**src/key_fields_pkg.sv**
```systemverilog
package key_fields_pkg;

  // Register byte offsets.
  localparam logic [3:0] CTRL_OFFSET   = 4'h0;
  localparam logic [3:0] SKIP_OFFSET   = 4'h4;
  localparam logic [3:0] STATUS_OFFSET = 4'h8;
  localparam logic [3:0] COUNT_OFFSET  = 4'hc;

  // Control register fields.
  localparam int CTRL_DSCP_SEL_BIT = 0;
  localparam int CTRL_SKIP_ALL_BIT = 1;
  localparam int CTRL_KEY_TYPE_LSB = 4;
  localparam logic [31:0] CTRL_RESET = 32'h0000_0000;
  localparam logic [15:0] SKIP_RESET = 16'h0000;

  // Status register fields.
  localparam int STATUS_POS_LSB   = 0;
  localparam int STATUS_VAL_LSB   = 4;
  localparam int STATUS_VALID_BIT = 8;

  // Wide key variants.
  typedef enum logic [1:0] {
    KEY_MAC_LABEL   = 2'h0,
    KEY_TRIPLE      = 2'h1,
    KEY_IPV4_TUPLE  = 2'h2,
    KEY_CUSTOM      = 2'h3
  } wide_key_type_t;

  // Reserved label handling.
  localparam logic [19:0] RSV_LABEL_MAX    = 20'h0000f;
  localparam logic [2:0]  RSV_POS_LAST     = 3'h3;
  localparam logic [2:0]  RSV_POS_NONE     = 3'h5;
  localparam int          STACK_DEPTH      = 4;
  localparam logic [7:0]  TTL_EXPIRY_LIMIT = 8'h01;

  // IPv4 header figures.
  localparam logic [3:0] IPV4_MIN_IHL = 4'h5;

  // Ethernet layer and custom field sizes in bytes.
  localparam int ETH_MAC_PAIR_BYTES  = 12;
  localparam int ETH_TYPE_BYTES      = 2;
  localparam int ETH_VLAN_TAG_BYTES  = 4;
  localparam int CUSTOM_BYTES        = 15;

endpackage : key_fields_pkg

```
**src/key_fields.sv**
```systemverilog
// Functional notes
// - Key carries third label entry: 20-bit label, 3-bit class, bottom flag.
// - Third entry expiry flag set when its time-to-live is at most one.
// - Four-bit reserved label value, meaningful only when position code is not 5 (none).
// - Position code: 0-2 seen or skipped, 3 seen, 4 unused, 5 none.
// - Label positions count from stack top, position 0 first.
// - Skip reserved label only if its own or per-lookup skip enable set.
// - Control word is the 32 bits following the bottom-of-stack label.
// - Fragment flag: IPv4 with more-fragments set or nonzero offset.
// - Non-first-fragment flag: IPv4 with fragment offset above zero.
// - Options flag when IPv4 header length exceeds five words; options unparsed.
// - DSCP field is frame DSCP unless classified DSCP selected.
// - Destination field: IPv4 address, or IPv6 address bits 31:0.
// - LLC frames: source field is control byte then payload bytes 0-2.
// - SNAP frames: source field is protocol id bytes 2-0 then payload byte 0.
// - Source field: IPv4 source, or IPv6 source bits 31:0.
// - Other frames: source field is payload bytes 0-3.
// - Protocol field: IPv4 protocol or IPv6 next header.
// - Range mask mirrors range checker results, DSCP checker uses remapped value.
// - IP payload word always taken 20 bytes after IPv4 header start.
// - Custom field: 15 payload bytes from the current frame pointer.
// - Ethernet frames: custom bytes start after MACs, 0-3 tags, EtherType.
// - Two-bit key type selects among the four wide-key variants.
`timescale 1ns/1ps
module key_fields #(
  parameter int FRAME_BYTES = 64,
  parameter int PTR_W       = 6
) (
  // Clock, reset and enable.
  input  wire logic                     clk_i,
  input  wire logic                     rst_i,
  input  wire logic                     ce_i,
  // Wishbone slave.
  input  wire logic                     wb_cyc_i,
  input  wire logic                     wb_stb_i,
  input  wire logic                     wb_we_i,
  input  wire logic [3:0]               wb_adr_i,
  input  wire logic [3:0]               wb_sel_i,
  input  wire logic [31:0]              wb_dat_i,
  output logic      [31:0]              wb_dat_o,
  output logic                          wb_ack_o,
  // Parsed frame from the parser.
  input  wire logic                     frame_valid_i,
  input  wire logic [159:0]             mpls_words_i,
  input  wire logic [2:0]               mpls_count_i,
  input  wire logic                     length_type_flag_i,
  input  wire logic                     snap_or_ip_flag_i,
  input  wire logic                     ipv4_frame_flag_i,
  input  wire logic                     ethernet_frame_i,
  input  wire logic [1:0]               vlan_count_i,
  input  wire logic                     more_fragments_i,
  input  wire logic [12:0]              fragment_offset_i,
  input  wire logic [3:0]               header_length_i,
  input  wire logic [5:0]               frame_dscp_i,
  input  wire logic [5:0]               classified_dscp_i,
  input  wire logic [31:0]              ip_destination_i,
  input  wire logic [31:0]              ip_source_i,
  input  wire logic [7:0]               ip_protocol_i,
  input  wire logic [7:0]               llc_control_i,
  input  wire logic [23:0]              snap_protocol_id_i,
  input  wire logic [31:0]              payload_head_i,
  input  wire logic [31:0]              ip_payload_at_20_i,
  input  wire logic [7:0]               range_results_i,
  input  wire logic [PTR_W-1:0]         frame_pointer_i,
  input  wire logic [FRAME_BYTES*8-1:0] frame_data_i,
  // Lookup key toward the classification lookup.
  output logic                          key_valid_o,
  output logic      [1:0]               wide_key_type_o,
  output logic      [19:0]              third_label_value_o,
  output logic      [2:0]               third_label_traffic_class_o,
  output logic                          third_label_bottom_flag_o,
  output logic                          third_label_expiry_flag_o,
  output logic      [3:0]               reserved_label_value_o,
  output logic      [2:0]               reserved_label_position_o,
  output logic      [31:0]              control_word_field_o,
  output logic                          ipv4_fragmented_flag_o,
  output logic                          ipv4_non_first_fragment_flag_o,
  output logic                          ipv4_has_options_flag_o,
  output logic      [5:0]               dscp_key_field_o,
  output logic      [31:0]              destination_ip_field_o,
  output logic      [31:0]              source_ip_overloaded_field_o,
  output logic      [7:0]               ip_protocol_field_o,
  output logic      [7:0]               range_check_mask_o,
  output logic      [31:0]              ip_payload_word_o,
  output logic      [119:0]             custom_payload_bytes_o
);

  logic [31:0] ctrl;
  logic [15:0] per_label_skip_enable;
  logic [31:0] key_count;
  logic        last_valid;
  logic        bus_req;
  logic        use_classified_dscp_select;
  logic        per_lookup_skip_enable;
  logic        bus_write;
  logic        take_frame;

  assign bus_req = wb_cyc_i & wb_stb_i & ~wb_ack_o;
  // A write lands at the edge where the master sees ack, while its data is still held.
  assign bus_write  = wb_cyc_i & wb_stb_i & wb_we_i & wb_ack_o;
  // A frame is only taken while the clock enable is high.
  assign take_frame = ce_i & frame_valid_i;
  assign use_classified_dscp_select = ctrl[key_fields_pkg::CTRL_DSCP_SEL_BIT];
  assign per_lookup_skip_enable     = ctrl[key_fields_pkg::CTRL_SKIP_ALL_BIT];

  // Byte-lane merge for register writes.
  function automatic logic [31:0] merge(input logic [31:0] old, input logic [31:0] dat,
                                        input logic [3:0] sel);
    logic [31:0] res;
    res = old;
    for (int b = 0; b < 4; b++) begin
      if (sel[b]) begin
        res[b*8 +: 8] = dat[b*8 +: 8];
      end
    end
    return res;
  endfunction : merge

  // Bus acknowledge, one cycle after the request is seen.
  always_ff @(posedge clk_i) begin
    if (rst_i) begin
      wb_ack_o <= 1'b0;
    end else if (ce_i) begin
      wb_ack_o <= bus_req;
    end
  end

  // Control register write.
  always_ff @(posedge clk_i) begin
    if (rst_i) begin
      ctrl <= key_fields_pkg::CTRL_RESET;
    end else if (ce_i && bus_write && wb_adr_i == key_fields_pkg::CTRL_OFFSET) begin
      ctrl <= merge(ctrl, wb_dat_i, wb_sel_i);
    end
  end

  // Per-label skip enables, one bit for each reserved label value.
  always_ff @(posedge clk_i) begin
    if (rst_i) begin
      per_label_skip_enable <= key_fields_pkg::SKIP_RESET;
    end else if (ce_i && bus_write && wb_adr_i == key_fields_pkg::SKIP_OFFSET) begin
      per_label_skip_enable <= 16'(merge({16'h0000, per_label_skip_enable}, wb_dat_i, wb_sel_i));
    end
  end

  // Read data; unmapped offsets read as zero.
  // Data is cleared outside the ack cycle, so no stale word reaches the bus.
  always_ff @(posedge clk_i) begin
    if (rst_i) begin
      wb_dat_o <= 32'h0000_0000;
    end else if (ce_i) begin
      wb_dat_o <= 32'h0000_0000;
      if (bus_req && !wb_we_i) begin
        unique case (wb_adr_i)
          key_fields_pkg::CTRL_OFFSET: begin
            wb_dat_o <= ctrl;
          end
          key_fields_pkg::SKIP_OFFSET: begin
            wb_dat_o <= {16'h0000, per_label_skip_enable};
          end
          key_fields_pkg::STATUS_OFFSET: begin
            wb_dat_o[key_fields_pkg::STATUS_POS_LSB +: 3] <= reserved_label_position_o;
            wb_dat_o[key_fields_pkg::STATUS_VAL_LSB +: 4] <= reserved_label_value_o;
            wb_dat_o[key_fields_pkg::STATUS_VALID_BIT]    <= last_valid;
          end
          key_fields_pkg::COUNT_OFFSET: begin
            wb_dat_o <= key_count;
          end
          default: begin
            wb_dat_o <= 32'h0000_0000;
          end
        endcase
      end
    end
  end

  // Reserved label scan from the top of the stack.
  // Words beyond the entries present are ignored, so stale stack data never counts.
  logic [2:0]  next_rsv_pos;
  logic [3:0]  next_rsv_val;
  logic [31:0] next_cw;
  always_comb begin
    logic        stop;
    logic        cw_found;
    logic [31:0] entry;
    stop         = 1'b0;
    cw_found     = 1'b0;
    entry        = 32'h0000_0000;
    next_rsv_pos = key_fields_pkg::RSV_POS_NONE;
    next_rsv_val = 4'h0;
    next_cw      = 32'h0000_0000;
    for (int p = 0; p < key_fields_pkg::STACK_DEPTH; p++) begin
      entry = mpls_words_i[p*32 +: 32];
      if (!stop && 3'(p) < mpls_count_i && entry[31:12] <= key_fields_pkg::RSV_LABEL_MAX) begin
        next_rsv_pos = 3'(p);
        next_rsv_val = entry[15:12];
        if (!(per_label_skip_enable[entry[15:12]] || per_lookup_skip_enable) ||
            3'(p) == key_fields_pkg::RSV_POS_LAST) begin
          stop = 1'b1;
        end
      end else if (3'(p) < mpls_count_i) begin
        stop = 1'b1;
      end
      if (!cw_found && 3'(p) < mpls_count_i && entry[8]) begin
        cw_found = 1'b1;
        next_cw  = mpls_words_i[(p+1)*32 +: 32];
      end
    end
  end

  // Custom bytes from the frame pointer.
  // Bytes past the end of the captured frame read as zero rather than wrapping.
  logic [119:0] next_custom;
  always_comb begin
    int start;
    int idx;
    start       = 0;
    idx         = 0;
    next_custom = 120'h0;
    if (ethernet_frame_i) begin
      start = key_fields_pkg::ETH_MAC_PAIR_BYTES + key_fields_pkg::ETH_TYPE_BYTES +
              int'(vlan_count_i) * key_fields_pkg::ETH_VLAN_TAG_BYTES;
    end
    start = start + int'(frame_pointer_i);
    for (int k = 0; k < key_fields_pkg::CUSTOM_BYTES; k++) begin
      idx = start + k;
      if (idx < FRAME_BYTES) begin
        next_custom[(14-k)*8 +: 8] = frame_data_i[idx*8 +: 8];
      end
    end
  end

  // Overloaded source field.
  logic [31:0] next_source;
  always_comb begin
    next_source = payload_head_i;
    if (!length_type_flag_i && !snap_or_ip_flag_i) begin
      next_source = {llc_control_i, payload_head_i[31:8]};
    end else if (!length_type_flag_i) begin
      next_source = {snap_protocol_id_i, payload_head_i[31:24]};
    end else if (snap_or_ip_flag_i) begin
      next_source = ip_source_i;
    end else begin
      next_source = payload_head_i;
    end
  end

  // Key valid strobe, one cycle for each frame taken.
  always_ff @(posedge clk_i) begin
    if (rst_i) begin
      key_valid_o <= 1'b0;
    end else if (ce_i) begin
      key_valid_o <= frame_valid_i;
    end
  end

  // Statistics for the status and count registers.
  always_ff @(posedge clk_i) begin
    if (rst_i) begin
      last_valid <= 1'b0;
      key_count  <= 32'h0000_0000;
    end else if (take_frame) begin
      last_valid <= 1'b1;
      key_count  <= key_count + 32'h0000_0001;
    end
  end

  // Wide key type, chosen by software.
  always_ff @(posedge clk_i) begin
    if (rst_i) begin
      wide_key_type_o <= 2'h0;
    end else if (take_frame) begin
      wide_key_type_o <= ctrl[key_fields_pkg::CTRL_KEY_TYPE_LSB +: 2];
    end
  end

  // Third stack entry, taken raw so that skipped labels never shift it.
  always_ff @(posedge clk_i) begin
    if (rst_i) begin
      third_label_value_o         <= 20'h00000;
      third_label_traffic_class_o <= 3'h0;
      third_label_bottom_flag_o   <= 1'b0;
      third_label_expiry_flag_o   <= 1'b0;
    end else if (take_frame) begin
      third_label_value_o         <= mpls_words_i[64+12 +: 20];
      third_label_traffic_class_o <= mpls_words_i[64+9 +: 3];
      third_label_bottom_flag_o   <= mpls_words_i[64+8];
      third_label_expiry_flag_o   <= mpls_words_i[64 +: 8] <= key_fields_pkg::TTL_EXPIRY_LIMIT;
    end
  end

  // Reserved label result and control word.
  always_ff @(posedge clk_i) begin
    if (rst_i) begin
      reserved_label_value_o    <= 4'h0;
      reserved_label_position_o <= key_fields_pkg::RSV_POS_NONE;
      control_word_field_o      <= 32'h0000_0000;
    end else if (take_frame) begin
      reserved_label_value_o    <= (next_rsv_pos != key_fields_pkg::RSV_POS_NONE) ?
                                   next_rsv_val : 4'h0;
      reserved_label_position_o <= next_rsv_pos;
      control_word_field_o      <= next_cw;
    end
  end

  // IPv4 header flags; other frames leave them clear.
  always_ff @(posedge clk_i) begin
    if (rst_i) begin
      ipv4_fragmented_flag_o         <= 1'b0;
      ipv4_non_first_fragment_flag_o <= 1'b0;
      ipv4_has_options_flag_o        <= 1'b0;
    end else if (take_frame) begin
      ipv4_fragmented_flag_o         <= ipv4_frame_flag_i &&
                                        (more_fragments_i || fragment_offset_i != 13'h0000);
      ipv4_non_first_fragment_flag_o <= ipv4_frame_flag_i && fragment_offset_i != 13'h0000;
      ipv4_has_options_flag_o        <= ipv4_frame_flag_i &&
                                        header_length_i > key_fields_pkg::IPV4_MIN_IHL;
    end
  end

  // DSCP of the key.
  always_ff @(posedge clk_i) begin
    if (rst_i) begin
      dscp_key_field_o <= 6'h00;
    end else if (take_frame) begin
      dscp_key_field_o <= use_classified_dscp_select ?
                          classified_dscp_i : frame_dscp_i;
    end
  end

  // Addresses and protocol.
  always_ff @(posedge clk_i) begin
    if (rst_i) begin
      destination_ip_field_o       <= 32'h0000_0000;
      source_ip_overloaded_field_o <= 32'h0000_0000;
      ip_protocol_field_o          <= 8'h00;
    end else if (take_frame) begin
      destination_ip_field_o       <= ip_destination_i;
      source_ip_overloaded_field_o <= next_source;
      ip_protocol_field_o          <= ip_protocol_i;
    end
  end

  // Range mask and payload words.
  always_ff @(posedge clk_i) begin
    if (rst_i) begin
      range_check_mask_o     <= 8'h00;
      ip_payload_word_o      <= 32'h0000_0000;
      custom_payload_bytes_o <= 120'h0;
    end else if (take_frame) begin
      range_check_mask_o     <= range_results_i;
      ip_payload_word_o      <= ip_payload_at_20_i;
      custom_payload_bytes_o <= next_custom;
    end
  end

endmodule : key_fields

```
**config.mk**
```make
export PLATFORM = sky130hd
export DESIGN_NAME = key_fields
export DESIGN_NICKNAME = d
export VERILOG_FILES = /design/src/key_fields_pkg.sv /design/src/key_fields.sv
export SDC_FILE = /design/constraint.sdc
export NUM_CORES = 2
export LEC_CHECK = 0
export ABC_AREA = 1
export BUFFER_PORTS_ARGS = -buffer_cell sky130_fd_sc_hd__buf_4
export CORE_AREA = 2 2 497 499
export DETAILED_ROUTE_END_ITERATION = 16
export DIE_AREA = 0 0 499 501
export GPL_ROUTABILITY_DRIVEN = 0
export PLACE_DENSITY_LB_ADDON = 0.1
export SLEW_MARGIN = 20
export SYNTH_ARGS = -nofsm -noshare
export SYNTH_HDL_FRONTEND = slang
export SYNTH_SLANG_ARGS = --single-unit
```
**constraint.sdc**
```tcl
create_clock -name clk_i -period 8.25 [get_ports clk_i]
set_clock_uncertainty 0.1 [all_clocks]
set_input_delay 1.65 -clock clk_i [delete_from_list [all_inputs] [get_ports clk_i]]
set_output_delay 1.65 -clock clk_i [all_outputs]
set_load 0.005 [all_outputs]
```
==> Yosys cells after proc, flatten, opt, wreduce, memory -nomap -nowiden <==
Cells that the tools add are included.
{ "op_classes": {"add_sub_neg": 17, "eq_ne": 4, "reduce_logical": 43, "magnitude_cmp": 28, "n_shift": 15, "muxes": 56, "n_bitwise": 6} }
{ "op_table": {"columns": ["op", "count"], "rows": [
  ["indexed part select 512 x 32 -> 8 bit", 15],
  ["< comparator 32 x 8 -> 1 bit (second input constant)", 15],
  ["two-way mux 32 bit", 8],
  ["adder 32 x 5 -> 32 bit (second input constant)", 7],
  ["adder 32 x 4 -> 32 bit (second input constant)", 4],
  ["two-way mux 8 bit", 15],
  ["less-or-equal comparator 20 x 4 -> 1 bit (second input constant)", 4],
  ["case mux 23 bit (3 select lines)", 1],
  ["adder 32 x 3 -> 32 bit (second input constant)", 2],
  ["adder 32 x 1 -> 32 bit (second input constant)", 1],
  ["adder 32 x 2 -> 32 bit (second input constant)", 1],
  ["adder 32 x 7 -> 32 bit", 1],
  ["logical AND 1 bit", 22],
  ["two-way mux 4 bit", 5],
  ["case mux 5 bit (4 select lines)", 1],
  ["< comparator 4 x 5 -> 1 bit (second input constant)", 3],
  ["two-way mux 1 bit", 15],
  ["nonzero test 13 bit", 1],
  ["binary-select mux 1 bit (select 4 bit)", 3],
  ["two-way mux 3 bit", 4],
  ["case mux 3 bit (4 select lines)", 1],
  ["AND reduction 2 bit", 6],
  ["zero test 1 bit", 9],
  ["equality test 4 bit (second input constant)", 2],
  ["14 further kinds", 23]
]} }
{ "totals": {"register_bits": 422, "output_inout_bits": 341, "input_bits": 940, "wordCells": 198} }

==> Logic depth before layout (Yosys ltp) <==
{ "depth": {"word_depth": 19, "depth_mapped": 26, "depth_no_buf": 23} }

==> Worst setup path after synthesis <==
No wires, ideal clock.
{ "synth_path": {"path_type": "input to register", "start": "input port ethernet_frame_i", "end": "register custom_payload_bytes_o[17]", "stages": 16, "required_time_ps": 8080, "n_path_buf": 4, "slack_ps": 2732, "setup_ps": 70, "arrival_time_ps": 5348, "path_cell_list": "ha_1 fa_1 xor2_2 buf_4 clkbuf_1 clkbuf_1 ha_1 clkbuf_1 a21oi_1 xor2_1 clkinv_1 o211ai_1 nand3_1 nand2_1 nand2_1 a21oi_1"} }
{ "synth_between": {"elab_chain_cells": 5, "elab_cells_between_ends": 6, "cone_classes": "add/sub: 2; order compare: 1; shift: 1; mux: 2"} }
{ "synth_rtl": {"columns": ["item", "line", "text"], "rows": [
  ["start: declaration", "key_fields.sv:49", "input wire logic ethernet_frame_i,"],
  ["two-way mux 5 bit *", "key_fields.sv:220", "if (ethernet_frame_i) begin"],
  ["adder 32 x 7 -> 32 bit *", "key_fields.sv:224", "start = start + int'(frame_pointer_i);"],
  ["adder 32 x 5 -> 32 bit *", "key_fields.sv:226", "idx = start + k;"],
  ["indexed part select 512 x 32 -> 8 bit / < comparator 32 x 8 -> 1 bit (equally long branches)", "key_fields.sv:228, key_fields.sv:227", null],
  ["two-way mux 8 bit *", "key_fields.sv:227", "if (idx < FRAME_BYTES) begin"],
  ["end signal: assignment", "key_fields.sv:353", "custom_payload_bytes_o <= next_custom;"],
  ["end: declaration", "key_fields.sv:85", "output logic [119:0] custom_payload_bytes_o"]
]} }
Every way passes the cells marked *; elsewhere a longest branch is shown, timed or not.
A chain may end at the register's enable or synchronous reset.

==> Worst setup path after layout <==
{ "layout_path": {"start": "input port vlan_count_i[1]", "end": "register custom_payload_bytes_o[63]"} }
{ "layout_between": {"elab_chain_cells": 6, "elab_cells_between_ends": 7, "cone_classes": "add/sub: 3; order compare: 1; shift: 1; mux: 2"} }
{ "layout_rtl": {"columns": ["item", "line", "text"], "rows": [
  ["start: declaration", "key_fields.sv:50", "input wire logic [1:0] vlan_count_i,"],
  ["adder 4 x 4 -> 5 bit *", "key_fields.sv:221", "start = key_fields_pkg::ETH_MAC_PAIR_BYTES + key_fields_pkg::ETH_TYPE_BYTES +"],
  ["two-way mux 5 bit *", "key_fields.sv:220", null],
  ["adder 32 x 7 -> 32 bit *", "key_fields.sv:224", null],
  ["adder 32 x 4 -> 32 bit *", "key_fields.sv:226", null],
  ["indexed part select 512 x 32 -> 8 bit / < comparator 32 x 8 -> 1 bit (equally long branches)", "key_fields.sv:228, key_fields.sv:227", null],
  ["two-way mux 8 bit *", "key_fields.sv:227", null]
]} }
Marked as above.

==> impl_metrics.sql <==
INSERT INTO impl_metrics (metric_group, metric, value, unit) VALUES
('drt', 'totalWireLength', '394000', 'um'),
('timing', 'timing_worst_slew_pin_value', '1.38', 'ns'),
('final_layout', 'nNetsFinal', '9846', ''),
('clocking', 'clk-insertion-delay-late', '0.76', 'ns'),
('critical_path', 'critPathKind', 'primary input to flop', ''),
('clocking', 'cts-resized-gates', '0', ''),
('status', 'status', 'complete, no violations', ''),
('global_route', 'overflow', '0', ''),
('global_route', 'first_pass_grt_wire_length', '510000', 'um'),
('yosys', 'post_synth_num_cell_types', '50', ''),
('placement', 'post_detailed_placement_half_perimeter_wirelength', '330000', 'um'),
('yosys', 'synth_sequential_area_ratio', '19.5', '%'),
('timing', 'achievable-frequency', '166', 'MHz'),
('pwr', 'total_leakage_power', '25.7', 'nW'),
('yosys', 'fraction_of_synthesis_flops_using_an_asynchronous_set_or_reset_pin', '0', '%'),
('job', 'maxCapViolations', '0', ''),
('yosys', 'synth.top_cell.area_share', '21.9', '%'),
('pwr', 'share_seq_of_total_power', '17.8', '%'),
('pwr', 'combinationalPowerShare', '59.1', '%'),
('critical_path', 'worst_setup_path_end_kind', 'flop', ''),
('critical_path', 'worst-path-max-fanout', '20', ''),
('pwr', 'power_density', '218', 'nW/um2'),
('timing', 'hold_viol', '0', ''),
('drt', 'drc_errors', '0', ''),
('global_route', 'first_global_vias', '56200', ''),
('placement', 'dpl_cell_area', '56400', 'um2'),
('critical_path', 'worst_path_max_delay_cell', 'sky130_fd_sc_hd__clkinv_1', ''),
('final_layout', 'final.fill_count', '28200', ''),
('yosys', 'number_of_instances_in_the_synthesized_netlist', '7967', ''),
('clocking', 'cts_hold_buf', '0', ''),
('critical_path', 'cp-start-kind', 'primary input', ''),
('pwr', 'clock_power_share', '23.1', '%'),
('yosys', 'synth_edf_count', '0', ''),
('final_layout', 'area.growth.synth_to_final', '35.3', '%'),
('critical_path', 'critical_path.top_delay_family', 'buffers and inverters', ''),
('critical_path', 'slowest_delay', '0.82', 'ns'),
('floorplan', 'floorplan.rows', '182', ''),
('clocking', 'number_of_buffers_on_the_longest_clock_path', '3', ''),
('yosys', 'syn_area_per_cell', '5.44', 'um2'),
('yosys', 'ys_warn_count', '0', ''),
('timing', 'maxSlewViolCount', '0', ''),
('yosys', 'synth-seq-cells', '422', ''),
('final_layout', 'final_util', '24.0', '%'),
('clocking', 'cts_num_sinks', '422', ''),
('drt', 'dr.pass1.iters', '6', ''),
('timing', 'setup_violations', '0', ''),
('clocking', 'cts_root_buf', 'sky130_fd_sc_hd__clkbuf_16', ''),
('drt', 'dr.first_iter.drc_count', '7890', ''),
('critical_path', 'cp_data_arrival_time', '6.58', 'ns'),
('global_route', 'grt_antenna_before_repair', '48', ''),
('floorplan', 'start_util', '17.7', '%'),
('hold_path', 'hold_path_class', 'flop to flop', ''),
('timing', 'setup_repair_after_global_routing_missed_its_margin', 'no', ''),
('pwr', 'switchingPower', '0.00674', 'W'),
('drt', 'routed-via-count', '62200', ''),
('placement', 'port_buffers', '1268', ''),
('pwr', 'internal_power', '0.00602', 'W'),
('clocking', 'clk_pin_slew', '0.06', 'ns'),
('floorplan', 'fp.coreArea', '245000', 'um2'),
('critical_path', 'critical_path.n_buffers_inverters', '5', ''),
('yosys', 'netlist.top_cell.by_area', 'sky130_fd_sc_hd__nand2_1', ''),
('drt', 'drt-wirelength-per-cell', '32.3', 'um'),
('critical_path', 'timing.critical_path.cells', 'buf_4, inv_1, ha_1, nor2_1, ha_1, xor2_4, ha_1, a21oi_1, inv_1, nand2_1, nand2_1, buf_4, clkinv_1, o211ai_1, nand3_1, nand3_1, nand3_1, a21oi_1', ''),
('timing', 'timing.final.crit_period', '6.01', 'ns'),
('pwr', 'vdd_ir_drop_max', '0.000215', 'V'),
('yosys', 'syn-cell-area', '43400', 'um2'),
('pwr', 'finalPower', '0.0128', 'W'),
('clocking', 'cts_made_buffers', '59', ''),
('timing', 'timing.hold.ws', '0.351', 'ns'),
('timing', 'min_period_over_period', '72.8', '%'),
('final_layout', 'fraction_of_layout_cells_with_a_size_suffix_above_1', '19.0', '%');
-- per-layer routing --
metal  track usage (%)  routed length [um]
met2              47.2              174000
met4              21.0               31800
met1              35.6              154000
met5                 0                 177
met3              7.03               33500
-- logic make-up (layout without fill, tap and decap cells) --
kind of cell / count (synthesis) / after routing / share of synthesized area [%]
flip-flops: 422 / 422 / 19.5
other: 0 / 25 / 0
XOR/XNOR: 37 / 37 / 0.834
AO/OA/AOI/OAI: 2629 / 2629 / 32.9
AND/OR/NAND/NOR: 3579 / 3579 / 33.1
buffers and inverters: 1157 / 2123 / 10.2
adder cells (fa/ha/maj): 23 / 23 / 0.681
multiplexers: 120 / 120 / 2.77
-- Yosys cell counts (all sizes together), types with 23 or more instances --
master / count
clkbuf: 509
xor2: 31
nor2: 455
o21ai: 1732
o211ai: 277
o221ai: 24
nand2: 2529
nand3: 457
buf: 108
dfxtp: 422
nand4: 23
nor3: 30
a21oi: 445
inv: 521
o22ai: 24
a31oi: 56
or2: 66
mux2i: 120
-- flip-flops by register name, indices dropped and copies added, names as in the netlist, 2 cells and up --
register,cells
ip_protocol_field_o,8
range_check_mask_o,8
dscp_key_field_o,6
custom_payload_bytes_o,120
key_count,32
third_label_traffic_class_o,3
wb_dat_o,32
third_label_value_o,20
source_ip_overloaded_field_o,32
ctrl,32
reserved_label_position_o,3
wide_key_type_o,2
ip_payload_word_o,32
reserved_label_value_o,4
per_label_skip_enable,16
control_word_field_o,32
destination_ip_field_o,32
-- placed cells by master (no fill, tap or decap), types with 6 or more instances in the layout --
master and instances:
sky130_fd_sc_hd__o2111ai_1 6, sky130_fd_sc_hd__a31oi_1 55, sky130_fd_sc_hd__mux2i_1 117, sky130_fd_sc_hd__o221ai_1 24
sky130_fd_sc_hd__o21a_1 15, sky130_fd_sc_hd__o22ai_1 24, sky130_fd_sc_hd__nor2_1 452, sky130_fd_sc_hd__o21ai_0 1699
sky130_fd_sc_hd__clkbuf_16 59, sky130_fd_sc_hd__inv_2 8, sky130_fd_sc_hd__bufinv_16 9, sky130_fd_sc_hd__buf_4 1459
sky130_fd_sc_hd__clkbuf_8 13, sky130_fd_sc_hd__ha_1 19, sky130_fd_sc_hd__nand4_1 23, sky130_fd_sc_hd__inv_1 508
sky130_fd_sc_hd__nor3_1 27, sky130_fd_sc_hd__dfxtp_1 422, sky130_fd_sc_hd__or2_2 65, sky130_fd_sc_hd__o211ai_1 277
sky130_fd_sc_hd__nor4_1 9, sky130_fd_sc_hd__inv_8 7, sky130_fd_sc_hd__a221oi_1 21, sky130_fd_sc_hd__nand2_1 2527
sky130_fd_sc_hd__clkinv_2 14, sky130_fd_sc_hd__diode_2 25, sky130_fd_sc_hd__xor2_1 23, sky130_fd_sc_hd__nand3_1 457
sky130_fd_sc_hd__clkinv_1 16, sky130_fd_sc_hd__a21oi_1 444, sky130_fd_sc_hd__xor2_2 6, sky130_fd_sc_hd__a211oi_1 9
sky130_fd_sc_hd__a22o_1 7, sky130_fd_sc_hd__o21ai_1 29, sky130_fd_sc_hd__buf_12 11
-- worst paths after layout --
check	startpoint	to	slack, ns	depth (start not counted)
hold reg to reg	ctrl[16]	ctrl[16]	0.35	2
setup / recovery	vlan_count_i[1]	custom_payload_bytes_o[63]	2.24	18
hold / removal	ctrl[16]	ctrl[16]	0.35	2
setup reg to reg	key_count[1]	key_count[26]	5.71	17
-- worst register-to-register path, cell delays in order, from the launching register on --
cell and delay, ns:
sky130_fd_sc_hd__dfxtp_1 0.41, sky130_fd_sc_hd__ha_1 0.18, sky130_fd_sc_hd__inv_1 0.04, sky130_fd_sc_hd__nor2_1 0.09, sky130_fd_sc_hd__inv_1 0.07, sky130_fd_sc_hd__nor2_1 0.14, sky130_fd_sc_hd__inv_1 0.08, sky130_fd_sc_hd__nor3_1 0.13
sky130_fd_sc_hd__inv_1 0.08, sky130_fd_sc_hd__nor2_1 0.16, sky130_fd_sc_hd__inv_1 0.08, sky130_fd_sc_hd__nor2_1 0.10, sky130_fd_sc_hd__nand2_1 0.08, sky130_fd_sc_hd__inv_1 0.08, sky130_fd_sc_hd__nand3_1 0.16, sky130_fd_sc_hd__nor3_1 0.23
sky130_fd_sc_hd__xor2_1 0.19, sky130_fd_sc_hd__nor2_1 0.05
-- power groups by stage --
stage,combinational (W),sequential [W],clock [W]
floorplan,0.00381,0.00230,0
global placement,0.00725,0.00231,0
detailed placement,0.00728,0.00231,0
CTS,0.00729,0.00227,0.00306
global route,0.00792,0.00228,0.00312
finish,0.00754,0.00227,0.00295
-- per-stage QoR --
step / worst slack (ns) / std cells
2_1_floorplan: 2.73 / 7967
3_3_place_gp: 1.53 / 12000
3_5_place_dp: 1.61 / 12000
4_1_cts: 2.40 / 12200
5_1_grt: 2.03 / 12200
6_report: 2.24 / 12200
-- area by class of cell --
| class | count | area (um2) | area share (%) |
|---|---|---|---|
| Multi-Input combinational cell | 6388 | 30600 | 52.3 |
| Timing Repair Buffer | 1472 | 11200 | 19.1 |
| Sequential cell | 422 | 8450 | 14.4 |
| Tap cell | 3220 | 4030 | 6.87 |
| Inverter | 540 | 2070 | 3.53 |
| Clock buffer | 76 | 1670 | 2.85 |
| Clock inverter | 35 | 512 | 0.873 |
| Antenna cell | 25 | 62.6 | 0.107 |
Note: power is estimated with default switching activity, not from simulation.
